--- src/uart_aux_pkg.sv ---
package uart_aux_pkg;

  localparam int ADDR_W = 8;
  localparam int DATA_W = 32;
  localparam int NUM_CH = 2;
  localparam int NIB_W  = 4;
  localparam int CORE_W = 10;

  // Byte addresses of the register words.
  localparam logic [7:0] OFS_SCRATCH   = 8'h00;
  localparam logic [7:0] OFS_FLOW      = 8'h04;
  localparam logic [7:0] OFS_TRIGGER   = 8'h08;
  localparam logic [7:0] OFS_TX_SPACE  = 8'h0c;
  localparam logic [7:0] OFS_RX_FILL   = 8'h10;
  localparam logic [7:0] OFS_PIN_DIR   = 8'h14;
  localparam logic [7:0] OFS_PIN_LEVEL = 8'h18;
  localparam logic [7:0] OFS_PIN_IRQEN = 8'h1c;
  localparam logic [7:0] OFS_PIN_CTRL  = 8'h20;
  localparam logic [7:0] OFS_CORE_CTRL = 8'h24;
  localparam logic [7:0] OFS_MODEM_ST  = 8'h28;

  localparam logic [7:0]        RESET_BYTE = 8'h00;
  localparam logic [CORE_W-1:0] RESET_CORE = 10'h000;
  localparam logic [6:0]        RESET_CNT  = 7'h00;
  localparam logic [5:0]        RESET_LVL  = 6'h00;
  localparam logic [3:0]        ZERO_NIB   = 4'h0;

  // Field positions inside bytes.
  localparam int NIB_LO = 0;
  localparam int NIB_HI = 4;
  localparam int PC_LATCH   = 0;
  localparam int PC_MODEM_A = 1;
  localparam int PC_MODEM_B = 2;
  localparam int PC_SOFT_RESET_BIT  = 3;
  localparam int PC_KEEP_W  = 3;

  // Core control word: enable bits, DTR bits and FIFO trigger fields borrowed from the UART core registers.
  localparam int CC_EFR_ENH  = 0;
  localparam int CC_MCR_TCR  = 1;
  localparam int CC_DTR_BASE = 2;
  localparam int CC_MSI_BASE = 4;
  localparam int CC_FCR_RX   = 6;
  localparam int CC_FCR_TX   = 8;

  // Modem line positions inside a pin nibble.
  localparam int NIB_DSR = 0;
  localparam int NIB_DTR = 1;
  localparam int NIB_CD  = 2;
  localparam int NIB_RI  = 3;
  localparam logic [3:0] DTR_MASK  = 4'h2;
  localparam logic [3:0] FULL_NIB  = 4'hf;
  localparam logic [1:0] STEP_PAD  = 2'b00;

  // Fallback levels chosen by the two-bit FIFO control trigger fields.
  localparam logic [5:0] FCR_RX_LEVELS [4] = '{6'h08, 6'h10, 6'h20, 6'h38};
  localparam logic [5:0] FCR_TX_LEVELS [4] = '{6'h08, 6'h10, 6'h20, 6'h38};
  localparam logic [5:0] FLOW_RESUME_FB = 6'h00;

endpackage

--- src/gpio_change_if.sv ---
`timescale 1ns/10ps
interface gpio_change_if;
  logic [7:0] pins;
  logic [7:0] watch;
  logic       latch_en;
  logic       level_read;
  logic [7:0] level_view;
  logic [7:0] pend;
  modport ctrl (output pins, watch, latch_en, level_read, input level_view, pend);
  modport unit (input pins, watch, latch_en, level_read, output level_view, pend);
endinterface

--- src/level_pick.sv ---
`timescale 1ns/10ps
module level_pick (
  input  wire logic [3:0] nib,      // Programmed level divided by four.
  input  wire logic [5:0] fallback, // Level chosen by the FIFO control field.
  input  wire logic       use_fb,   // High when the programmed value is ignored.
  output logic      [5:0] level     // Effective level in characters.
);
  assign level = use_fb ? fallback : {nib, uart_aux_pkg::STEP_PAD};
endmodule

--- src/gpio_change_unit.sv ---
`timescale 1ns/10ps
module gpio_change_unit (
  input  wire logic     clk, // Core clock.
  input  wire logic     rst, // Synchronous reset, active high.
  gpio_change_if.unit   io   // Pin levels in, change flags out.
);
  logic primed_q;

  // The reference is loaded once after reset so a pin held high is not seen as a change.
  always_ff @(posedge clk) begin
    if (rst) begin
      primed_q <= 1'b0;
    end else begin
      primed_q <= 1'b1;
    end
  end

  genvar i;
  generate
    for (i = 0; i < 8; i++) begin : g_pin
      logic ref_q;
      logic flag_q;
      logic cap_q;
      always_ff @(posedge clk) begin
        if (rst) begin
          ref_q  <= 1'b0;
          flag_q <= 1'b0;
          cap_q  <= 1'b0;
        end else if (!primed_q || !io.watch[i]) begin
          ref_q  <= io.pins[i];
          flag_q <= 1'b0;
          cap_q  <= io.pins[i];
        end else if (io.level_read) begin
          ref_q  <= io.pins[i];
          flag_q <= 1'b0;
        end else if (io.latch_en && !flag_q && (io.pins[i] != ref_q)) begin
          flag_q <= 1'b1;
          cap_q  <= io.pins[i];
        end
      end
      assign io.pend[i] = io.latch_en ? flag_q : (io.pins[i] != ref_q);
      assign io.level_view[i] = (io.latch_en && flag_q) ? cap_q : io.pins[i];

    end
  endgenerate
endmodule

--- src/uart_aux_regs.sv ---
`timescale 1ns/10ps
module uart_aux_regs (
  input  wire logic        REF_CLK,       // Core clock, 25 MHz.
  input  wire logic        RST,           // Synchronous reset, active high.
  input  wire logic        PSEL,          // APB select.
  input  wire logic        PENABLE,       // APB access phase.
  input  wire logic        PWRITE,        // APB direction, high for write.
  input  wire logic [7:0]  PADDR,         // APB byte address.
  input  wire logic [31:0] PWDATA,        // APB write data.
  output logic      [31:0] PRDATA,        // APB read data.
  output logic             PREADY,        // APB ready.
  output logic             PSLVERR,       // APB error on unmapped address.
  input  wire logic [6:0]  TX_SPACE,      // Free places in the TX FIFO.
  input  wire logic [6:0]  RX_FILL,       // Characters held in the RX FIFO.
  input  wire logic [7:0]  GPIO_IN,       // Pin levels, asynchronous.
  output logic      [7:0]  GPIO_OUT,      // Pin drive values.
  output logic      [7:0]  GPIO_OE,       // Pin output enables.
  output logic             GPIO_IRQ,      // Pin change interrupt.
  output logic      [1:0]  MODEM_IRQ,     // Modem change interrupt, bit 1 channel A.
  output logic      [5:0]  RX_TRIG_LEVEL, // RX interrupt level in characters.
  output logic      [5:0]  TX_TRIG_LEVEL, // TX interrupt level in spaces.
  output logic      [5:0]  FLOW_HALT,     // RX fill that halts the far transmitter.
  output logic      [5:0]  FLOW_RESUME,   // RX fill that lets it resume.
  output logic             SOFT_RESET     // One-cycle reset pulse for the rest of the chip.
);
  localparam int NC = uart_aux_pkg::NUM_CH;
  localparam int NW = uart_aux_pkg::NIB_W;

  logic [7:0]  scratch_q;
  logic [7:0]  flow_q;
  logic [7:0]  trig_q;
  logic [7:0]  dir_q;
  logic [7:0]  out_q;
  logic [7:0]  ien_q;
  logic [2:0]  pc_q;
  logic [uart_aux_pkg::CORE_W-1:0] core_q;
  logic        srst_q;
  logic        rst_all;
  logic [7:0]  pin_m_q;
  logic [7:0]  pin_q;
  logic        pready_q;
  logic        pslverr_q;
  logic [31:0] prdata_q;
  logic [31:0] rd_data;
  logic        addr_hit;
  logic        setup;
  logic        fire;
  logic        wr_fire;
  logic        rd_take;
  logic        unlock;
  logic [NC-1:0] mode;
  wire  [7:0]  oe_d;
  wire  [7:0]  out_d;
  wire  [7:0]  watch_d;
  wire  [7:0]  gp_mask;
  wire  [7:0]  ms_view;
  wire  [NC-1:0] msirq_d;
  logic [2:0]  mlvl_q [NC];
  logic        mdelta_q [NC];
  logic [5:0]  rx_lvl;
  logic [5:0]  tx_lvl;
  logic [5:0]  halt_lvl;
  logic [5:0]  resume_lvl;
  logic [7:0]  gpio_out_q;
  logic [7:0]  gpio_oe_q;
  logic        gpio_irq_q;
  logic [1:0]  modem_irq_q;
  logic [5:0]  rx_trig_q;
  logic [5:0]  tx_trig_q;
  logic [5:0]  halt_q;
  logic [5:0]  resume_q;

  gpio_change_if gif ();

  // The soft reset clears every register here except the pin synchroniser and the bus handshake,
  // so the write that fired it still completes cleanly.
  assign rst_all = RST || srst_q;

  assign setup   = PSEL && !PENABLE && !pready_q;
  assign fire    = PSEL && PENABLE && pready_q;
  assign wr_fire = fire && PWRITE;
  assign rd_take = setup && !PWRITE;
  assign unlock  = core_q[uart_aux_pkg::CC_EFR_ENH] && core_q[uart_aux_pkg::CC_MCR_TCR];
  assign mode    = {pc_q[uart_aux_pkg::PC_MODEM_A], pc_q[uart_aux_pkg::PC_MODEM_B]};

  always_ff @(posedge REF_CLK) begin
    if (RST) begin
      pin_m_q <= uart_aux_pkg::RESET_BYTE;
      pin_q   <= uart_aux_pkg::RESET_BYTE;
    end else begin
      pin_m_q <= GPIO_IN;
      pin_q   <= pin_m_q;
    end
  end

  // Zero wait states: ready rises in the access phase right after setup.
  always_ff @(posedge REF_CLK) begin
    if (RST) begin
      pready_q  <= 1'b0;
      pslverr_q <= 1'b0;
      prdata_q  <= 32'h0000_0000;
    end else begin
      pready_q  <= setup;
      pslverr_q <= setup && !addr_hit;
      if (rd_take) begin
        prdata_q <= rd_data;
      end
    end
  end

  always_comb begin
    rd_data  = 32'h0000_0000;
    addr_hit = 1'b1;
    if (PADDR == uart_aux_pkg::OFS_SCRATCH) begin
      rd_data[7:0] = scratch_q;
    end else if (PADDR == uart_aux_pkg::OFS_FLOW) begin
      rd_data[7:0] = flow_q;
    end else if (PADDR == uart_aux_pkg::OFS_TRIGGER) begin
      rd_data[7:0] = trig_q;
    end else if (PADDR == uart_aux_pkg::OFS_TX_SPACE) begin
      rd_data[6:0] = TX_SPACE;
    end else if (PADDR == uart_aux_pkg::OFS_RX_FILL) begin
      rd_data[6:0] = RX_FILL;
    end else if (PADDR == uart_aux_pkg::OFS_PIN_DIR) begin
      rd_data[7:0] = dir_q;
    end else if (PADDR == uart_aux_pkg::OFS_PIN_LEVEL) begin
      rd_data[7:0] = gif.level_view & gp_mask;
    end else if (PADDR == uart_aux_pkg::OFS_PIN_IRQEN) begin
      rd_data[7:0] = ien_q;
    end else if (PADDR == uart_aux_pkg::OFS_PIN_CTRL) begin
      rd_data[2:0] = pc_q;
    end else if (PADDR == uart_aux_pkg::OFS_CORE_CTRL) begin
      rd_data[uart_aux_pkg::CORE_W-1:0] = core_q;
    end else if (PADDR == uart_aux_pkg::OFS_MODEM_ST) begin
      rd_data[7:0] = ms_view;
    end else begin
      addr_hit = 1'b0;
    end
  end

  always_ff @(posedge REF_CLK) begin
    if (rst_all) begin
      scratch_q <= uart_aux_pkg::RESET_BYTE;
    end else if (wr_fire && PADDR == uart_aux_pkg::OFS_SCRATCH) begin
      scratch_q <= PWDATA[7:0];
    end
  end

  // Both thresholds stay frozen unless the core has opened them for writing.
  always_ff @(posedge REF_CLK) begin
    if (rst_all) begin
      flow_q <= uart_aux_pkg::RESET_BYTE;
      trig_q <= uart_aux_pkg::RESET_BYTE;
    end else if (wr_fire && unlock) begin
      if (PADDR == uart_aux_pkg::OFS_FLOW) begin
        flow_q <= PWDATA[7:0];
      end
      if (PADDR == uart_aux_pkg::OFS_TRIGGER) begin
        trig_q <= PWDATA[7:0];
      end
    end
  end

  always_ff @(posedge REF_CLK) begin
    if (rst_all) begin
      dir_q <= uart_aux_pkg::RESET_BYTE;
      out_q <= uart_aux_pkg::RESET_BYTE;
      ien_q <= uart_aux_pkg::RESET_BYTE;
    end else if (wr_fire) begin
      if (PADDR == uart_aux_pkg::OFS_PIN_DIR) begin
        dir_q <= PWDATA[7:0];
      end
      if (PADDR == uart_aux_pkg::OFS_PIN_LEVEL) begin
        out_q <= PWDATA[7:0];
      end
      if (PADDR == uart_aux_pkg::OFS_PIN_IRQEN) begin
        ien_q <= PWDATA[7:0];
      end
    end
  end

  always_ff @(posedge REF_CLK) begin
    if (rst_all) begin
      pc_q   <= uart_aux_pkg::RESET_BYTE[2:0];
      core_q <= uart_aux_pkg::RESET_CORE;
    end else if (wr_fire) begin
      if (PADDR == uart_aux_pkg::OFS_PIN_CTRL) begin
        pc_q <= PWDATA[uart_aux_pkg::PC_KEEP_W-1:0];
      end
      if (PADDR == uart_aux_pkg::OFS_CORE_CTRL) begin
        core_q <= PWDATA[uart_aux_pkg::CORE_W-1:0];
      end
    end
  end

  // The pulse lasts one cycle because it resets itself through rst_all.
  always_ff @(posedge REF_CLK) begin
    if (rst_all) begin
      srst_q <= 1'b0;
    end else begin
      srst_q <= wr_fire && PADDR == uart_aux_pkg::OFS_PIN_CTRL
                && PWDATA[uart_aux_pkg::PC_SOFT_RESET_BIT];
    end
  end

  genvar ch;
  generate
    for (ch = 0; ch < NC; ch++) begin : g_modem
      localparam int B = ch * NW;
      logic [2:0] now;
      logic       dtr;
      assign dtr = core_q[uart_aux_pkg::CC_DTR_BASE + ch];
      assign now = mode[ch] ? ~{pin_q[B + uart_aux_pkg::NIB_CD],
                                pin_q[B + uart_aux_pkg::NIB_RI],
                                pin_q[B + uart_aux_pkg::NIB_DSR]} : 3'b000;
      assign oe_d[B +: NW]    = mode[ch] ? uart_aux_pkg::DTR_MASK : dir_q[B +: NW];
      assign out_d[B +: NW]   = mode[ch] ? (dtr ? uart_aux_pkg::ZERO_NIB : uart_aux_pkg::DTR_MASK)
                                         : out_q[B +: NW];
      assign watch_d[B +: NW] = mode[ch] ? uart_aux_pkg::ZERO_NIB : ~dir_q[B +: NW];
      assign gp_mask[B +: NW] = mode[ch] ? uart_aux_pkg::ZERO_NIB : uart_aux_pkg::FULL_NIB;
      assign ms_view[B +: NW] = {mdelta_q[ch], mlvl_q[ch]};
      assign msirq_d[ch] = mdelta_q[ch] && core_q[uart_aux_pkg::CC_MSI_BASE + ch];
      // A change seen in the same cycle as a status read is kept, not cleared.
      always_ff @(posedge REF_CLK) begin
        if (rst_all) begin
          mlvl_q[ch]   <= 3'b000;
          mdelta_q[ch] <= 1'b0;
        end else begin
          mlvl_q[ch] <= now;
          if (mode[ch] && now != mlvl_q[ch]) begin
            mdelta_q[ch] <= 1'b1;
          end else if (rd_take && PADDR == uart_aux_pkg::OFS_MODEM_ST) begin
            mdelta_q[ch] <= 1'b0;
          end
        end
      end
    end
  endgenerate

  assign gif.pins       = pin_q;
  assign gif.watch      = watch_d;
  assign gif.latch_en   = pc_q[uart_aux_pkg::PC_LATCH];
  assign gif.level_read = rd_take && PADDR == uart_aux_pkg::OFS_PIN_LEVEL;

  gpio_change_unit u_change (
    .clk (REF_CLK),
    .rst (rst_all),
    .io  (gif.unit)
  );

  // The FIFO control fallback applies per FIFO for triggers, but only for the
  // whole flow byte at once; a half-programmed flow byte is taken literally.
  level_pick u_rx_pick (
    .nib      (trig_q[uart_aux_pkg::NIB_HI +: NW]),
    .fallback (uart_aux_pkg::FCR_RX_LEVELS[core_q[uart_aux_pkg::CC_FCR_RX +: 2]]),
    .use_fb   (trig_q[uart_aux_pkg::NIB_HI +: NW] == uart_aux_pkg::ZERO_NIB),
    .level    (rx_lvl)
  );
  level_pick u_tx_pick (
    .nib      (trig_q[uart_aux_pkg::NIB_LO +: NW]),
    .fallback (uart_aux_pkg::FCR_TX_LEVELS[core_q[uart_aux_pkg::CC_FCR_TX +: 2]]),
    .use_fb   (trig_q[uart_aux_pkg::NIB_LO +: NW] == uart_aux_pkg::ZERO_NIB),
    .level    (tx_lvl)
  );
  level_pick u_halt_pick (
    .nib      (flow_q[uart_aux_pkg::NIB_LO +: NW]),
    .fallback (uart_aux_pkg::FCR_RX_LEVELS[core_q[uart_aux_pkg::CC_FCR_RX +: 2]]),
    .use_fb   (flow_q == uart_aux_pkg::RESET_BYTE),
    .level    (halt_lvl)
  );
  level_pick u_resume_pick (
    .nib      (flow_q[uart_aux_pkg::NIB_HI +: NW]),
    .fallback (uart_aux_pkg::FLOW_RESUME_FB),
    .use_fb   (flow_q == uart_aux_pkg::RESET_BYTE),
    .level    (resume_lvl)
  );

  always_ff @(posedge REF_CLK) begin
    if (rst_all) begin
      gpio_out_q  <= uart_aux_pkg::RESET_BYTE;
      gpio_oe_q   <= uart_aux_pkg::RESET_BYTE;
      gpio_irq_q  <= 1'b0;
      modem_irq_q <= 2'b00;
    end else begin
      gpio_out_q  <= out_d;
      gpio_oe_q   <= oe_d;
      gpio_irq_q  <= |(gif.pend & watch_d & ien_q);
      modem_irq_q <= msirq_d;
    end
  end

  always_ff @(posedge REF_CLK) begin
    if (rst_all) begin
      rx_trig_q <= uart_aux_pkg::RESET_LVL;
      tx_trig_q <= uart_aux_pkg::RESET_LVL;
      halt_q    <= uart_aux_pkg::RESET_LVL;
      resume_q  <= uart_aux_pkg::RESET_LVL;
    end else begin
      rx_trig_q <= rx_lvl;
      tx_trig_q <= tx_lvl;
      halt_q    <= halt_lvl;
      resume_q  <= resume_lvl;
    end
  end

  assign PRDATA        = prdata_q;
  assign PREADY        = pready_q;
  assign PSLVERR       = pslverr_q;
  assign GPIO_OUT      = gpio_out_q;
  assign GPIO_OE       = gpio_oe_q;
  assign GPIO_IRQ      = gpio_irq_q;
  assign MODEM_IRQ     = modem_irq_q;
  assign RX_TRIG_LEVEL = rx_trig_q;
  assign TX_TRIG_LEVEL = tx_trig_q;
  assign FLOW_HALT     = halt_q;
  assign FLOW_RESUME   = resume_q;
  assign SOFT_RESET    = srst_q;
endmodule

--- config.mk ---
export PLATFORM = sky130hd
export DESIGN_NAME = uart_aux_regs
export DESIGN_NICKNAME = d
export VERILOG_FILES = /design/src/uart_aux_pkg.sv /design/src/gpio_change_if.sv /design/src/level_pick.sv /design/src/gpio_change_unit.sv /design/src/uart_aux_regs.sv
export SDC_FILE = /design/constraint.sdc
export NUM_CORES = 1
export LEC_CHECK = 0
export ABC_AREA = 0
export BUFFER_PORTS_ARGS = -buffer_cell sky130_fd_sc_hd__buf_2
export CAP_MARGIN = 20
export CORE_MARGIN = 2
export CORE_UTILIZATION = 55
export DETAILED_ROUTE_END_ITERATION = 7
export GPL_ROUTABILITY_DRIVEN = 0
export HOLD_SLACK_MARGIN = 0.05
export PLACE_DENSITY = 0.8
export SLEW_MARGIN = 15
export SYNTH_ARGS = -nofsm -noshare
export SYNTH_HDL_FRONTEND = slang
export SYNTH_SLANG_ARGS = --single-unit
--- constraint.sdc ---
create_clock -name REF_CLK -period 3.1 [get_ports REF_CLK]
set_clock_uncertainty 0.15 [all_clocks]
set_input_delay 0.62 -clock REF_CLK [delete_from_list [all_inputs] [get_ports REF_CLK]]
set_output_delay 0.62 -clock REF_CLK [all_outputs]
set_load 0.02 [all_outputs]
# Word level (Yosys, flattened, before mapping)
# Memories as Yosys holds them, arrays and structs flattened.
# Index checks and enable logic that the tools add are counted.
dict set report totals {
  reg_bits 158
  ramBits 8
  in_bits 67
  output_inout_bits 78
  elab_cells 365
  n_memories 2
}
dict set report op_classes {
  n_lt_le_gt_ge 2
  eq_ne 28
  mux 140
  bitwise_logic 18
  reduce_logical 122
}
# name depth word_bits rd rd_clocked_by_memory_dff wr line
set memory_table {}
lappend memory_table {mlvl_q 2 3 2 0 2 uart_aux_regs.sv:58} ;# logic [2:0] mlvl_q [NC];
lappend memory_table {mdelta_q 2 1 2 0 2 uart_aux_regs.sv:59} ;# logic mdelta_q [NC];
# op n
set op_table {}
lappend op_table {{two-way mux 8 bit} 17}
lappend op_table {{two-way mux 1 bit} 87}
lappend op_table {{logical AND 1 bit} 42}
lappend op_table {{two-way mux 6 bit} 7}
lappend op_table {{== test 8 x 5 -> 1 bit (second input constant)} 4}
lappend op_table {{nonzero test 2 bit} 16}
lappend op_table {{AND reduction 2 bit} 15}
lappend op_table {{AND 8 bit} 3}
lappend op_table {{binary-select mux 6 bit (select 2 bit)} 2}
lappend op_table {{== test 8 x 6 -> 1 bit (second input constant)} 3}
lappend op_table {{two-way mux 4 bit} 6}
lappend op_table {{OR reduction 3 bit} 8}
lappend op_table {{two-way mux 2 bit} 11}
lappend op_table {{zero test 1 bit} 21}
lappend op_table {{two-way mux 3 bit} 7}
lappend op_table {{two-way mux 7 bit} 3}
lappend op_table {{== test 8 x 4 -> 1 bit (second input constant)} 2}
lappend op_table {{zero test 8 bit} 2}
lappend op_table {{!= test 2 x 1 -> 1 bit (second input constant)} 8}
lappend op_table {{OR reduction 2 bit} 6}
lappend op_table {{logical OR 1 bit} 9}
lappend op_table {{== test 8 x 3 -> 1 bit (second input constant)} 1}
lappend op_table {{zero test 4 bit} 2}
lappend op_table {{!= test 1 bit} 8}
lappend op_table {{other kinds (8)} 20}

# Longest topological paths before layout
# Gate-level depths: netlist (run 1).
dict set report depth {
  word_depth 21
  depth_mapped 8
  mapped_depth_nobuf 5
}

# Cells and area by module
# Synthesis (run 1) repeated with hierarchy kept, for this count alone.
dict set report hier_totals {
  hier_cells 832
  area_unflattened_um2 7626.1
}
# module n_inst cells_per_inst area_each_um2 seq_area_each_um2
set modules_own_cells {}
lappend modules_own_cells {uart_aux_regs 1 640 5914.4 2842.7}
lappend modules_own_cells {gpio_change_unit 1 168 1471.4 500.5}
lappend modules_own_cells {level_pick 4 6 60.1 0.0}

# Worst setup path before layout (run 1)
# OpenSTA, ideal clock, no wires.
dict set report synth_path {
  path_type {input port to flip-flop}
  from {input PADDR[2]}
  to {register trig_q[4]}
  setup_time_ns 0.128
  arrival_time_ns 2.235
  t_required_ns 2.822
  setup_slack_ns 0.587
  stages 6
  path_buffers 2
  cell_sequence {buf_2 > or4b_1 > buf_2 > nor4_4 > mux2i_1 > nor2_1}
}
dict set report synth_via {
  elab_chain_cells 2
}
# element line
set synth_rtl {}
lappend synth_rtl {{from (decl)} uart_aux_regs.sv:8} ;# input wire logic [7:0] PADDR,
lappend synth_rtl {{== test 8 x 4 -> 1 bit} uart_aux_regs.sv:158} ;# if (PADDR == uart_aux_pkg::OFS_TRIGGER) begin
lappend synth_rtl {{AND reduction 2 bit (no line)} -}
lappend synth_rtl {{to (signal assigned)} uart_aux_regs.sv:153} ;# trig_q <= uart_aux_pkg::RESET_BYTE;
lappend synth_rtl {{to (signal assigned)} uart_aux_regs.sv:159} ;# trig_q <= PWDATA[7:0];
lappend synth_rtl {{to (decl)} uart_aux_regs.sv:31} ;# logic [7:0] trig_q;
# No other way between the ends.
# A chain may end at the register's enable or synchronous reset.

# Worst setup path after layout (run 1)
dict set report layout_path {
  from {register pready_q, in the netlist PREADY}
  to {register u_change.g_pin[2].cap_q}
}
dict set report layout_via {
  elab_chain_cells 6
}
# element line
set layout_rtl {}
lappend layout_rtl {{from (decl)} uart_aux_regs.sv:41} ;# logic pready_q;
lappend layout_rtl {{from (signal assigned)} uart_aux_regs.sv:103} ;# pready_q <= setup;
lappend layout_rtl {{zero test 1 bit} uart_aux_regs.sv:79} ;# assign setup = PSEL && !PENABLE && !pready_q;
lappend layout_rtl {{logical AND 1 bit} uart_aux_regs.sv:79}
lappend layout_rtl {{logical AND 1 bit} uart_aux_regs.sv:82} ;# assign rd_take = setup && !PWRITE;
lappend layout_rtl {{logical AND 1 bit} uart_aux_regs.sv:243} ;# assign gif.level_read = rd_take && PADDR == uart_aux_pkg::OFS_PIN_LEVEL;
lappend layout_rtl {{!= test 2 x 1 -> 1 bit (no line)} -}
lappend layout_rtl {{AND reduction 2 bit (no line)} -}
lappend layout_rtl {{to (signal assigned)} gpio_change_unit.sv:32} ;# cap_q <= io.pins[i];
lappend layout_rtl {{to (signal assigned)} gpio_change_unit.sv:38} ;# cap_q <= io.pins[i];
lappend layout_rtl {{to (decl)} gpio_change_unit.sv:23} ;# logic cap_q;
# No other way between the ends.

==> results of run 1 <==
-- kinds of logic after synthesis --
group	Yosys count	share of synthesized area (%)
and+or+nand+nor	341	23.79
muxes	59	8.306
other	1	0.05274
DFF	158	44.77
AOI/OAI and AO/OA	166	14.41
xor gates and xnor gates	16	1.971
buffers and inverters	95	6.704
-- worst max-delay path by stage --
| stage | end | depth (start not counted) |
|---|---|---|
| floorplan | trig_q[4]$_SDFFE_PN0P_ | 6 |
| global placement | u_change.g_pin[6].cap_q$_SDFFE_PN0P_ | 6 |
| detailed placement | u_change.g_pin[0].cap_q$_SDFFE_PN0P_ | 6 |
| CTS | u_change.g_pin[2].cap_q$_SDFFE_PN0P_ | 6 |
| global route | u_change.g_pin[6].ref_q$_SDFFE_PN0P_ | 6 |
| finish | u_change.g_pin[2].cap_q$_SDFFE_PN0P_ | 5 |
-- metrics by stage --
stage	hold WS (ns)	worst slack, ns	total power [mW]	instance area [um^2]	instances
after global routing	0.2370	0.6382	4.631	8337	1111
after CTS	0.2376	0.7359	4.501	8337	1111
after detailed placement	0.2723	0.3145	2.413	7725	1079
final	0.2389	0.6966	4.489	8337	1111
after global placement	0.2664	0.3508	2.410	7725	1079
after floorplan	0.2638	0.5870	2.325	7219	865
-- state kept, by name, indices dropped and copies added, names as in the netlist, 8 cells and up --
name and flops:
scratch_q 8, trig_q 8, flow_q 8, core_q 10, GPIO_OUT 8, pin_m_q 8, ien_q 8, GPIO_OE 8
u_change.g_pin.flag_q 8, gif.pins 8, PRDATA 10, u_change.g_pin.ref_q 8, dir_q 8, out_q 8, u_change.g_pin.cap_q 8
-- synthesized netlist by cell type (all sizes together) (3+ instances only) --
library cell / count / area [um^2]
xnor2: 16 / 140.1
nor4b: 9 / 93.84
nand3: 41 / 210.2
a31oi: 6 / 37.54
nand2: 86 / 322.8
nor2: 103 / 386.6
and3: 8 / 50.05
a311oi: 3 / 26.28
a211oi: 15 / 112.6
o211ai: 3 / 22.52
a22oi: 4 / 30.03
a21boi: 3 / 22.52
o21ai: 35 / 175.2
dfxtp: 156 / 3123
inv: 15 / 56.30
nor2b: 25 / 156.4
and2: 21 / 131.4
o311ai: 4 / 35.03
or4b: 3 / 30.03
nand2b: 5 / 31.28
nor3: 17 / 105.1
mux2i: 59 / 590.6
nand4: 4 / 25.02
a22o: 4 / 35.03
nor4: 7 / 58.81
buf: 40 / 270.3
clkbuf: 40 / 150.1
a21oi: 64 / 320.3
o31ai: 7 / 52.55
or4: 3 / 22.52
-- power by group through the flow --
stage               clock (mW)  sequential (mW)  combinational, mW
finish                    2.11             2.08              0.303
global route              2.23             2.08              0.324
CTS                       2.13             2.07              0.296
detailed placement           0             2.12              0.293
global placement             0             2.12              0.290
floorplan                    0             2.12              0.202
-- cells in the final DEF, fill, tap and decap left out, types with 5 or more instances in the layout --
cell,netlist,final
dfxtp_1,156,156
nor2_1,103,103
buf_2,6,92
nand2_1,86,86
a21oi_1,64,64
mux2i_1,59,59
nand3_1,40,40
o21ai_0,35,35
conb_1,1,30
buf_4,30,29
nor2b_1,25,25
and2_1,21,21
clkbuf_16,0,18
xnor2_1,16,16
a211oi_1,15,15
inv_1,15,15
nor3_1,13,13
and3_1,8,8
o31ai_1,7,7
nor4_1,6,6
a31oi_1,6,6
nor4b_1,8,6
nand2b_1,5,5
clkinvlp_4,0,5
-- area by class of cell --
class | count | area share (%)
clock buffer | 20 | 5.733
clock inverter | 12 | 1.606
inverter | 15 | 0.6754
multi-input combinational | 612 | 42.85
sequential | 158 | 38.18
tap | 172 | 2.581
timing repair buffer | 122 | 8.375
-- routing by layer --
layer  wire [um]  track usage [%]  part of all wire [%]
met4         812            15.59                   4.0
met5           0                0                     0
met3        2295            8.140                    11
met2        8912            44.00                    44
met1        8051            38.39                    40
-- critical path, cell delays in order (launching register included) --
cell,delay [ns]
dfxtp_1,0.36
or4b_1,0.71
o31a_1,0.47
a211oi_1,0.32
mux2i_1,0.22
nor2_1,0.05
==> results.md, run 1 <==
- CTS buffer count: 17
- Clk sinks: between 150 and 200
- Worst EP arrival: ~2.6 ns
- LEAKAGE: ~3.5 nW
- Min-delay worst type: input pin to flop
- Post_cts resized: 0
- Post-CTS Setup Bufs: 0
- Worst IR Drop VDD: slightly below 0.0004 V
- Synth-to-layout area growth: 17.24%
- Overall Global Routing Usage: about 30%
- Worst-Margin Slew: around 0.78 ns
- Layout fillers: 1083
- Clock root cell: clkbuf_16
- Vias in the first global route: ~6000
- Mapped cell area: ~0.0071 mm^2
- Unrepaired setup endpoints after global routing: no
- Antenna Nets Post-Route: 0
- Post-synth top flop: dfxtp_1
- Clock Pin Slew Worst Setup and Hold Paths: roughly 0.060 ns
- CTS Buffer Depth: 2
- Initial antenna violation count: 0
- Nets: between 900 and 1000
- Hold Path Origin: GPIO_IN[4]
- Routed WL: 20.07 mm
- Max_cap viols: 0
- Post-synth EDFFs: 2
- Worst Hold Depth: 2
- Via count: 6409
- CTS Hold Buffers Added: 0
- Slew headroom: roughly 48%
- Layout cells sized above 1: ~18%
- Hold Path End: pin_m_q[4]$_SDFF_PP0_
- Initial drt markers: between 800 and 900
- Synth Register Bits: roughly 160
- Reg power frac: 46.2%
- Htree depth: 4
- Reg2reg setup slack: ~0.7 ns
- Die Height: 117.7 um
- Fin Setup TNS: 0 ns
- Multi-input gate area: 0.003572 mm^2
- Syn. warnings: 0
- Fin util: 66.06%
- Die width: 117.7 um
- CP startpoint kind: flop
- Data required time at the worst endpoint: between 3 and 4 ns
- Pint: about 3.4 mW
- Mean routed wirelength per cell: between 15 and 20 um
- Syn avg cell area: 8.505 um^2
- Combinational Power Share: 6.7%
- CTS tree: done
- Post-route minimum period: 2.403 ns
- Critical path class: flop to flop
- Detailed Routing Iterations Pass 1: 5
- Reg-to-reg endpoint: u_change.g_pin[2].cap_q$_SDFFE_PN0P_
- Register area: 0.003183 mm^2
- First-pass GRT wire length: 31.62 mm
- Reg2Reg Launch Point: PREADY$_SDFF_PP0_
- Worst setup EP type: flop
- Latest clock arrival within the worst-skew pair: 0.43 ns
- Psw: approximately 1.1 mW
- Fin. Hold Viols: 0
- Top-level I/O count: 145
- Grt total ovfl: 0
- Final setup fails: 0
- Seq/Total Area, Yosys: approximately 45%
- Via-to-Cell Ratio: about 5.8
- Fmax: approximately 420 MHz
- Status: finished, final reports clean
- Dpl hpwl: between 10 and 15 mm
- ANT cells: 0
- Clock share of power: between 40% and 50%
- Synth async-reset ratio: 0%
- Sw frac: around a quarter
- Post-synthesis cell count: 836
- Std cell rows: between 40 and 50
- Crit path max fanout: 6
- Initial Util: ~56%
- Power density over the cells: ~540 mW/mm^2
- Slew Limit Fails: 0
- Total core area: 0.01262 mm^2
- Die area: around 0.014 mm^2
- DRC viols: 0
- PortBufs: between 90 and 100
- FF-to-FF path depth: 5
- Crit path from: PREADY$_SDFF_PP0_
- Crit share post-route: 77.53%
- Synth cell types: 57
- Largest net degree at the start of global routing: ~100
(Power assumes the default switching activity.)
==> run 2, diff against run 1 <==
==> constraint.sdc (replaced) <==
create_clock -name REF_CLK -period 2.3 [get_ports REF_CLK]
set_clock_uncertainty 0.15 [all_clocks]
set_input_delay 0.46 -clock REF_CLK [delete_from_list [all_inputs] [get_ports REF_CLK]]
set_output_delay 0.46 -clock REF_CLK [all_outputs]
set_load 0.02 [all_outputs]
==> results.md, run 2 (synthesized netlist as in run 1, its figures left out) <==
- Post-route minimum period: 2.157 ns (-0.2469 ns)
- Commonest non-fill, non-tap cell in the layout: dfxtp_1
- Mean routed wirelength per cell: 17.91 um (-0.86%)
- ANT cells: 0 (unchanged)
- Routed WL: 20.60 mm (+2.6%)
- Worst IR Drop VDD: 0.0004940 V (+28%)
- Slew headroom: 46.73% (-1.4 points)
- Dpl hpwl: 14.40 mm (+4.1%)
- Vias in the first global route: 6003 (+0.35%)
- Unrepaired setup endpoints after global routing: no
- First-pass GRT wire length: 32.04 mm (+1.3%)
- Data required time at the worst endpoint: 2.45 ns (-0.81 ns)
- Total power: 5.903 mW (+31%)
- Power density over the cells: 684.3 mW/mm^2 (+27%)
- CP Buf/Inv Count: 0 (unchanged)
- Detailed Routing Iterations Pass 1: 6 (+1)
- Die width: 117.7 um (unchanged)
- Top-level I/O count: 145 (unchanged)
- CP startpoint kind: flop
- Status: finished, final reports clean
- Commonest cells after routing, fill and taps aside: dfxtp_1 (156), nor2_1 (103), buf_2 (92)
- Clock root cell: clkbuf_16
- Latest clock arrival within the worst-skew pair: 0.44 ns (about the same)
- Initial antenna violation count: 0 (unchanged)
- CTS Buffer Depth: 2 (unchanged)
- Min-delay worst type: input pin to flop
- Crit-path cells: or4b_4 > o31a_1 > a211oi_1 > mux2i_1 > nor2_1
- Worst EP arrival: 2.31 ns (-0.25 ns)
- Overall Global Routing Usage: 29.75% (+0.43 points)
- Die Height: 117.7 um (unchanged)
- CTS Hold Buffers Added: 0 (unchanged)
- Cell depth of the worst setup path: 5 (unchanged)
- Final non-filler cell total: 1150 (+3.5%)
- PnR worst setup slack: 0.1435 ns (-0.5531 ns)
- Initial Util: 56.35% (unchanged)
- Crit path max fanout: 5 (-1)
- Setup WS pre-CTS: -0.2260 ns (-0.5405 ns)
- Slowest stage delay, CP: 0.57 ns (-0.14 ns)
- Fin Setup TNS: 0 ns (unchanged)
- DRC viols: 0 (unchanged)
- Layout cells sized above 1: 20.76% (+3.1 points)
- Worst Hold Depth: 2 (unchanged)
- Antenna Nets Post-Route: 0 (unchanged)
- Fin. Hold Viols: 0 (unchanged)
- Initial drt markers: 785 (-5.0%)
- Slowest cell on the critical path: or4b_4
- Worst setup EP type: flop
- Max_cap viols: 0 (unchanged)
- Post-route cell area: 0.008627 mm^2 (+3.5%)
- FF-to-FF path depth: 5 (unchanged)
- Via count: 6608 (+3.1%)
- Fmax: 463.7 MHz (+11%)
- Total core area: 0.01262 mm^2 (unchanged)
- Via-to-Cell Ratio: 5.746 (-0.39%)
- Clk sinks: 158 (unchanged)
- Final setup fails: 0 (unchanged)
- CTS tree: done
- Nets: 1033 (+4.0%)
- Worst-Margin Slew: 0.7980 ns (+0.02135 ns)
- Largest net degree at the start of global routing: 42 (-58%)
- Slew Limit Fails: 0 (unchanged)
- Htree depth: 4 (unchanged)
- Crit share post-route: 93.76% (+16 points)
- Std cell rows: 41 (unchanged)
- Die area: 0.01385 mm^2 (unchanged)
- CTS buffer count: 17 (unchanged)
- Critical path class: flop to flop
- Grt total ovfl: 0 (unchanged)
- Cells after DPL: 1119 (+3.7%)
- Clock Pin Slew Worst Setup and Hold Paths: 0.06 ns (about the same)
- Synth-to-layout area growth: 21.33%
- LEAKAGE: 3.660 nW (+5.3%)
- Top Family by Delay on Critical Path: compound AO/OA/AOI/OAI gates
- PortBufs: 92 (unchanged)
- Placed cell areas: 0.008063 mm^2 (+4.4%)
[run 2: final cells by class]
type / instances / area (um^2)
Clock inverter: 9 / 85.08
Fill cell: 1035 / 3993
Timing Repair Buffer: 162 / 1036
Inverter: 15 / 56.30
Clock buffer: 22 / 475.5
Multi-Input combinational cell: 612 / 3576
Sequential cell: 158 / 3183
Tap cell: 172 / 215.2
[run 2: per-stage QoR]
stage	utilization (%)	hold slack [ns]
2_1_floorplan	-	0.2638
3_3_place_gp	63.89	0.2656
3_5_place_dp	63.89	0.2748
4_1_cts	68.33	0.07318
5_1_grt	68.36	0.08342
6_report	68.36	0.08218
[run 2: repair_timing]
action | 4_1_cts | 5_1_grt
gates resized for setup | 0 | 1
endpoints found under the setup margin | 0 | 2
buffers inserted | 0 | 0
[run 2: where the power goes]
| part | switching [mW] | internal, mW | total, mW |
|---|---|---|---|
| combinational | 0.292 | 0.149 | 0.441 |
| clock | 1.09 | 1.57 | 2.67 |
| sequential | 0.0222 | 2.77 | 2.80 |
| total | 1.41 | 4.49 | 5.90 |
[run 2: per-layer routing]
layer | part of all wire [%] | vias up | GRT usage (%)
met3 | 10 | 60 | 6.589
met1 | 41 | 3062 | 38.85
met4 | 3.8 | 0 | 14.83
met5 | 0 | - | 0
li1 | - | 3111 | -
met2 | 45 | 375 | 46.48
[run 2: worst paths after layout]
path                                             from                              endpoint  slack (ns)
worst min register to register  pin_m_q[1]$_SDFF_PP0_                gif.pins[1]$_SDFF_PP0_        0.28
worst max-delay path                PREADY$_SDFF_PP0_  u_change.g_pin[2].cap_q$_SDFFE_PN0P_        0.14
worst max register to register      PREADY$_SDFF_PP0_  u_change.g_pin[2].cap_q$_SDFFE_PN0P_        0.14
worst min-delay path                       GPIO_IN[1]                 pin_m_q[1]$_SDFF_PP0_        0.08
